--- config.mk ---
export PLATFORM = sky130hd
export DESIGN_NAME = compare_skip_branch_unit
export DESIGN_NICKNAME = d
export VERILOG_FILES = /design/src/rtl/compare_skip_branch_unit.v /design/src/rtl/csb_compare.v
export VERILOG_INCLUDE_DIRS = /design/src /design/src/include
export SDC_FILE = /design/constraint.sdc
export NUM_CORES = 1
export LEC_CHECK = 0
export BUFFER_PORTS_ARGS = -buffer_cell sky130_fd_sc_hd__buf_2
export CAP_MARGIN = 10
export CORE_MARGIN = 2
export CORE_UTILIZATION = 38
export DETAILED_ROUTE_END_ITERATION = 6
export HOLD_SLACK_MARGIN = 0.1
export PLACE_DENSITY_LB_ADDON = 0.12
export SLEW_MARGIN = 20
export SYNTH_ARGS = -nofsm -noshare
export SYNTH_HDL_FRONTEND = slang
export SYNTH_SLANG_ARGS = --single-unit
export TNS_END_PERCENT = 20
--- constraint.sdc ---
create_clock -name i_clk -period 6.9 [get_ports i_clk]
set_input_delay 0.345 -clock i_clk [delete_from_list [all_inputs] [get_ports i_clk]]
set_output_delay 0.345 -clock i_clk [all_outputs]
set_load 0.01 [all_outputs]
--- src/include/csb_consts.vh ---
// Constants for the compare, skip and branch unit
`ifndef CSB_CONSTS_VH
`define CSB_CONSTS_VH
`define OP_NONE               4'h0
`define OP_COMPARE_CARRY      4'h1
`define OP_COMPARE_IMM        4'h2
`define OP_SKIP_REG_CLEAR     4'h3
`define OP_SKIP_REG_SET       4'h4
`define OP_SKIP_IO_CLEAR      4'h5
`define OP_SKIP_IO_SET        4'h6
`define OP_BRANCH_FLAG_SET    4'h7
`define OP_BRANCH_FLAG_CLEAR  4'h8
`define FLAG_C                3'h0
`define FLAG_Z                3'h1
`define FLAG_N                3'h2
`define FLAG_V                3'h3
`define FLAG_S                3'h4
`define FLAG_H                3'h5
`define OFFSET_W              7
`define SKIP_SHORT_WORDS      2'h2
`define SKIP_LONG_WORDS       2'h3
`endif

--- src/rtl/compare_skip_branch_unit.v ---
// Executes compare, bit skip and conditional relative branch instructions
`timescale 1ns/1ps
`default_nettype none
module compare_skip_branch_unit
#(
	parameter PC_W = 16
)
(
	input  wire            i_clk,
	input  wire            i_sys_rst,
	input  wire            i_issue,
	input  wire [3:0]      i_op,
	input  wire [7:0]      i_dest_work_reg,
	input  wire [7:0]      i_source_work_reg,
	input  wire [7:0]      i_imm,
	input  wire [7:0]      i_io_reg,
	input  wire [2:0]      i_bit_sel,
	input  wire [6:0]      i_offset,
	input  wire            i_next_is_long,
	input  wire [PC_W-1:0] i_pc,
	input  wire [7:0]      i_status_flag_register,
	output reg  [7:0]      o_status_flag_register,
	output reg             o_flags_we,
	output reg  [PC_W-1:0] o_pc,
	output reg             o_pc_we,
	output reg  [1:0]      o_cycles,
	output reg             o_done
);
`include "csb_consts.vh"
	localparam ST_IDLE = 1'b0;
	localparam ST_WAIT = 1'b1;

	wire [7:0] cmp_flags;
	reg        state_q;
	reg        state_d;
	reg  [1:0] wait_q;
	reg  [1:0] wait_d;
	reg  [PC_W-1:0] pc_d;
	reg        pc_we_d;
	reg  [7:0] flags_d;
	reg        flags_we_d;
	reg  [1:0] cycles_d;
	reg        done_d;
	reg        taken;
	reg        skip_bit;
	reg  [PC_W-1:0] disp;

	csb_compare u_cmp
	(
		.i_lhs       (i_dest_work_reg),
		.i_rhs       (i_op == `OP_COMPARE_IMM ? i_imm : i_source_work_reg),
		.i_use_carry (i_op == `OP_COMPARE_CARRY),
		.i_flags     (i_status_flag_register),
		.o_flags     (cmp_flags)
	);

	always @*
	begin
		// Sign extension lets branches reach backward as well as forward
		disp = {{(PC_W-`OFFSET_W){i_offset[`OFFSET_W-1]}}, i_offset};
		skip_bit = 1'b0;
		taken = 1'b0;
		state_d = state_q;
		wait_d = wait_q;
		pc_d = o_pc;
		pc_we_d = 1'b0;
		flags_d = o_status_flag_register;
		flags_we_d = 1'b0;
		cycles_d = o_cycles;
		done_d = 1'b0;
		case (state_q)
		ST_IDLE:
		begin
			if (i_issue)
			begin
				case (i_op)
				`OP_COMPARE_CARRY, `OP_COMPARE_IMM:
				begin
					flags_d = cmp_flags;
					flags_we_d = 1'b1;
					cycles_d = 2'h1;
				end
				`OP_SKIP_REG_CLEAR, `OP_SKIP_REG_SET,
				`OP_SKIP_IO_CLEAR, `OP_SKIP_IO_SET:
				begin
					if (i_op == `OP_SKIP_REG_CLEAR || i_op == `OP_SKIP_REG_SET)
						skip_bit = i_source_work_reg[i_bit_sel];
					else
						skip_bit = i_io_reg[i_bit_sel];
					if (i_op == `OP_SKIP_REG_CLEAR || i_op == `OP_SKIP_IO_CLEAR)
						taken = ~skip_bit;
					else
						taken = skip_bit;
					if (taken)
					begin
						pc_d = i_pc + (i_next_is_long ?
							{{(PC_W-2){1'b0}}, `SKIP_LONG_WORDS} :
							{{(PC_W-2){1'b0}}, `SKIP_SHORT_WORDS});
						cycles_d = i_next_is_long ? 2'h3 : 2'h2;
					end
					else
					begin
						pc_d = i_pc + {{(PC_W-1){1'b0}}, 1'b1};
						cycles_d = 2'h1;
					end
				end
				`OP_BRANCH_FLAG_SET, `OP_BRANCH_FLAG_CLEAR:
				begin
					// Fixed-flag and signed branches arrive here by flag index:
					// equal/not equal on Z, carry/lower/higher on C,
					// minus/plus on N, signed ge/lt on S = N xor V
					if (i_op == `OP_BRANCH_FLAG_SET)
						taken = i_status_flag_register[i_bit_sel];
					else
						taken = ~i_status_flag_register[i_bit_sel];
					if (taken)
					begin
						pc_d = i_pc + disp + {{(PC_W-1){1'b0}}, 1'b1};
						cycles_d = 2'h2;
					end
					else
					begin
						pc_d = i_pc + {{(PC_W-1){1'b0}}, 1'b1};
						cycles_d = 2'h1;
					end
				end
				default:
					cycles_d = 2'h1;
				endcase
				// Flags stay untouched for skips and branches
				if (cycles_d == 2'h1)
				begin
					pc_we_d = (i_op != `OP_COMPARE_CARRY) && (i_op != `OP_COMPARE_IMM)
						&& (i_op != `OP_NONE) && (i_op <= `OP_BRANCH_FLAG_CLEAR);
					done_d = 1'b1;
				end
				else
				begin
					state_d = ST_WAIT;
					wait_d = cycles_d - 2'h1;
				end
			end
		end
		ST_WAIT:
		begin
			// PC moves on the last cycle so the core stalls until then
			wait_d = wait_q - 2'h1;
			if (wait_q == 2'h1)
			begin
				pc_we_d = 1'b1;
				done_d = 1'b1;
				state_d = ST_IDLE;
			end
		end
		default:
			state_d = ST_IDLE;
		endcase
	end

	always @(posedge i_clk)
	begin
		if (i_sys_rst)
		begin
			state_q <= ST_IDLE;
			wait_q <= 2'h0;
			o_pc <= {PC_W{1'b0}};
			o_pc_we <= 1'b0;
			o_status_flag_register <= 8'h00;
			o_flags_we <= 1'b0;
			o_cycles <= 2'h0;
			o_done <= 1'b0;
		end
		else
		begin
			state_q <= state_d;
			wait_q <= wait_d;
			o_pc <= pc_d;
			o_pc_we <= pc_we_d;
			o_status_flag_register <= flags_d;
			o_flags_we <= flags_we_d;
			o_cycles <= cycles_d;
			o_done <= done_d;
		end
	end
endmodule
`default_nettype wire

--- src/rtl/csb_compare.v ---
// Subtractor that forms compare flags without storing a difference
`timescale 1ns/1ps
`default_nettype none
module csb_compare
(
	input  wire [7:0] i_lhs,
	input  wire [7:0] i_rhs,
	input  wire       i_use_carry,
	input  wire [7:0] i_flags,
	output reg  [7:0] o_flags
);
`include "csb_consts.vh"
	reg [7:0] diff;
	reg       c_in;
	reg       zero;
	always @*
	begin
		c_in = i_use_carry & i_flags[`FLAG_C];
		diff = i_lhs - i_rhs - {7'h00, c_in};
		// With carry the zero flag only stays set, so multi-byte compares chain
		zero = (diff == 8'h00) & (i_use_carry ? i_flags[`FLAG_Z] : 1'b1);
		o_flags = i_flags;
		o_flags[`FLAG_H] = (~i_lhs[3] & i_rhs[3]) | (i_rhs[3] & diff[3])
			| (diff[3] & ~i_lhs[3]);
		o_flags[`FLAG_V] = (i_lhs[7] & ~i_rhs[7] & ~diff[7])
			| (~i_lhs[7] & i_rhs[7] & diff[7]);
		o_flags[`FLAG_N] = diff[7];
		o_flags[`FLAG_Z] = zero;
		o_flags[`FLAG_C] = (~i_lhs[7] & i_rhs[7]) | (i_rhs[7] & diff[7])
			| (diff[7] & ~i_lhs[7]);
		o_flags[`FLAG_S] = diff[7] ^ o_flags[`FLAG_V];
	end
endmodule
`default_nettype wire

==> metrics list <==
* Met3 wire length: 703 microns
* # IOs: 103
- CTS placed an instance of clkbuf_8 at the clock tree root.
* Primary flip-flop cell chosen by synthesis mapping: dfxtp_1
- Gate count of the mapped netlist: 491
* Post-CTS setup repair buffer count: 0
- From left edge to right edge, the die measures about 100 microns.
* Number of setup violations in the final report: 0
- Across the run, the number of max-cap violations was 0.
* Via count of the first global-routing pass: approximately 3,800
* Worst IR Drop VDD: 0.0000934 V
- The final route contains 3,941 vias.
- TritonCTS built the clock tree.
- Cell area power density: roughly 140 nW/um^2
- Entering global routing, the biggest net connects 25 pins.
- Count of final max-slew check failures: 0
- Clk sinks: 32
- The clock arrives with 0.00580 ns of skew.
- Met1 wire length: 5240 microns
* Worst hold-check path type: primary input to flop
- Net count after synthesis: 602
* Port bufs: between 100 and 150
* Hold Vio Cnt, Final: 0
- For this run, design rule violations remaining after detail routing come to 0.
- Worst relative slew slack: 36.2%
- Number of vias per cell after detailed routing: 5.49
- Number of nets in the finished design: around 700
- Of all nets on the critical path, the largest fanout is 10.
* Full die area: 10,600 sq um
- Timing-limited maximum frequency: 0.267 GHz
- Detailed routing placed a total of 5450 microns of wire on met2.
- After synthesis the cells add up to roughly 3700 sq um.
* Crit path time final: 3.75 ns
- The first TritonRoute pass finished after 4 iterations.
* Arrival time of the worst setup path: a little under 4 ns
- Worst reg2reg setup slack: 4.31 ns
- The initial antenna violation count was 0.
* Area of the core: ~9600 sq um
- Type of element capturing the critical path: flop
- The final critical path takes up 54.3% of the cycle.
- For this run the aggregate overflow at the end of global routing stands at 0.
- Hold-fix buffers, CTS: 0
* Number of distinct library cell variants in the gate-level netlist after synthesis: 56
* CP startpoint kind: primary input
* Top Metal Used: met4
- Initial Util: between 30% and 40%
- Worst skew pair latency: ~0.3 ns
- The endpoint identified for the worst register-to-register timing path is o_pc[3].
- After synthesis, the share of flip-flops with an asynchronous set or reset is 0%.
- The repair_antennas step left the layout with diodes totalling 0.
- The HPWL after detailed placement is 9300 microns.
* Residual antenna-violating net count after detailed routing: 0
- Inserted Clock Buffers: 5
- Number of rows created at floorplan: 36
* Leakage power of the design: roughly 2.0 nW
- Floorplan die height: 103 microns
* Routed length per placed instance: 16.1 microns
- Along the worst hold path, the cell count comes to 3.
- Total negative slack for setup checks: 0 ns
* Setup repair after global routing missed its margin: false
- The Yosys step of the flow raised 0 warnings.
- The number of gates resized after CTS was 0.
- Avg Synthesized Cell Area: approximately 7.6 sq um
* Measured slew at the worst slew-check pin: between 0.9 and 1 ns
* Hold_sp: i_status_flag_register[6]
- First-iteration detailed-routing DRC count: about 150
- Synthesis inferred 32 register bits.
* Aggregate global-route resource usage: about 22%
- For the worst flop-to-flop path, the logic depth is 6.
* Result of the run: completed
* Worst r2r src: state_q
* Maximum number of buffers from clock root to sink: 2
- Total power for the finished layout comes to 0.000645 W.
* Terminating pin of the worst hold path: o_status_flag_register[6]
* Number of flops mapped to enable cells by yosys: 0
* Critical Setup Path Class: primary input to flop
* Wire length reported by the detailed router: 11,600 microns
* RePlAce Congestion: 0.886
- Layout overhead on the synthesized area: 19.2%
- The H-tree was split into 2 levels.
- Required arrival time at the worst endpoint: 7.06 ns
- Sequential elements use between 15 and 20% of the synthesized area.
- Reg clk slew, reported paths: around 0.080 ns
- First-pass GRT wire length: 18,600 microns
- Share of cells above drive strength 1: between 20 and 25%
-- kinds of logic (layout without fill, tap and decap cells) --
logic type / Yosys count / after routing / share of synthesized area [%]
and+or+nand+nor: 155 / 155 / 20.8
AOI/OAI and AO/OA: 145 / 145 / 24.6
buffers and inverters: 55 / 149 / 5.62
xor gates and xnor gates: 41 / 41 / 9.60
adders and majority gates: 37 / 37 / 13.0
DFF: 32 / 32 / 17.1
muxes: 26 / 26 / 9.30
-- state kept, by name, summed over array words and instances (netlist names) --
register and flops:
o_flags_we 1, o_done 1, state_q 1, wait_q 2, o_status_flag_register 8, o_cycles 2, o_pc 16, o_pc_we 1
-- cell usage in the layout, fill, tap and decap left out, drive strengths merged, types with 3 or more instances in the layout --
| cell | Yosys | layout |
|---|---|---|
| buf | 3 | 105 |
| nor2 | 42 | 42 |
| o21ai | 39 | 39 |
| nand2 | 38 | 38 |
| inv | 36 | 36 |
| a21oi | 36 | 36 |
| ha | 34 | 34 |
| dfxtp | 32 | 32 |
| xnor2 | 25 | 25 |
| xor2 | 16 | 16 |
| nand3 | 15 | 15 |
| nor2b | 11 | 11 |
| nor3 | 11 | 11 |
| mux2i | 10 | 10 |
| mux2 | 10 | 10 |
| and3 | 8 | 8 |
| a21boi | 7 | 7 |
| a31oi | 7 | 7 |
| mux4 | 6 | 6 |
| nand2b | 6 | 6 |
| o21a | 6 | 6 |
| o31ai | 6 | 6 |
| o22ai | 5 | 5 |
| a21o | 5 | 5 |
| o211ai | 5 | 5 |
| clkbuf | 16 | 5 |
| o2111ai | 4 | 4 |
| nand4 | 4 | 4 |
| a211oi | 4 | 4 |
| a311oi | 4 | 4 |
| nor4 | 4 | 4 |
| a2111oi | 3 | 3 |
| fa | 3 | 3 |
| nor4b | 3 | 3 |
| or2 | 3 | 3 |
-- through the flow --
stage               instances  utilization [%]  hold slack (ns)  setup WS (ns)  cell area (sq um)
floorplan                 491                -            0.417           3.21               3740
CTS                       718             46.2            0.311           3.15               4460
global placement          710             45.3            0.448           2.92               4360
finish                    718             46.2            0.312           3.15               4460
global route              718             46.2            0.329           2.80               4460
detailed placement        710             45.3            0.447           2.83               4360
-- final cells by class --
class                      count  area (sq um)
multi-input combinational    404          2890
clock inverter                 3          23.8
timing repair buffer         105           533
inverter                      36           135
tap                          133           166
sequential                    32           641
clock buffer                   5          68.8
fill                        1041          5180
-- per-layer routing --
| metal | track usage, % | vias up |
|---|---|---|
| li1 | - | 1971 |
| met1 | 29.4 | 1832 |
| met2 | 37.6 | 126 |
| met3 | 4.23 | 12 |
| met4 | 5.47 | 0 |
| met5 | 0 | - |
-- where the power goes --
| part | switching (W) | internal [W] | leakage, nW |
|---|---|---|---|
| sequential | 0.00000722 | 0.000197 | 0.261 |
| clock | 0.0000829 | 0.0000715 | 0.0404 |
| combinational | 0.000165 | 0.000121 | 1.71 |
| total | 0.000255 | 0.000390 | 2.01 |
-- critical path: stages --
cell      delay [ns]
buf_2           0.16
nor4b_2         0.85
mux2_2          0.43
fa_1            0.43
inv_1           0.08
ha_1            0.23
nand2_1         0.08
a21boi_0        0.08
o21a_1          0.18
o21a_1          0.16
o21ai_0         0.32
a21oi_1         0.15
nor4_1          0.33
a311oi_1        0.09
-- cell usage after synthesis (5+ instances only) --
cell	number	area share [%]
a21boi_0	7	1.4
a21o_1	5	1.0
a21oi_1	36	4.8
a31oi_1	7	1.2
and3_1	8	1.3
clkbuf_1	16	1.6
dfxtp_1	32	17
ha_1	34	11
inv_1	36	3.6
mux2_2	10	3.0
mux2i_1	10	2.7
mux4_2	6	3.6
nand2_1	38	3.8
nand2b_1	6	1.0
nand3_1	15	2.0
nor2_1	42	4.2
nor2b_1	11	1.8
nor3_1	11	1.5
o211ai_1	5	1.0
o21a_1	6	1.2
o21ai_0	39	5.2
o22ai_1	5	0.84
o31ai_1	6	1.2
xnor2_1	25	5.9
xor2_1	16	3.7
-- worst max-delay path by stage --
stage,startpoint,endpoint,slack [ns],cells past startpoint
final,i_op[0],o_status_flag_register[4],3.15,14
after global routing,i_op[0],o_status_flag_register[4],2.80,14
after CTS,i_op[0],o_status_flag_register[4],3.15,14
after detailed placement,i_op[0],o_status_flag_register[4],2.83,14
after global placement,i_op[0],o_status_flag_register[4],2.92,14
after floorplan,i_op[0],o_status_flag_register[4],3.21,14
Power figures use the tool's default switching activity.
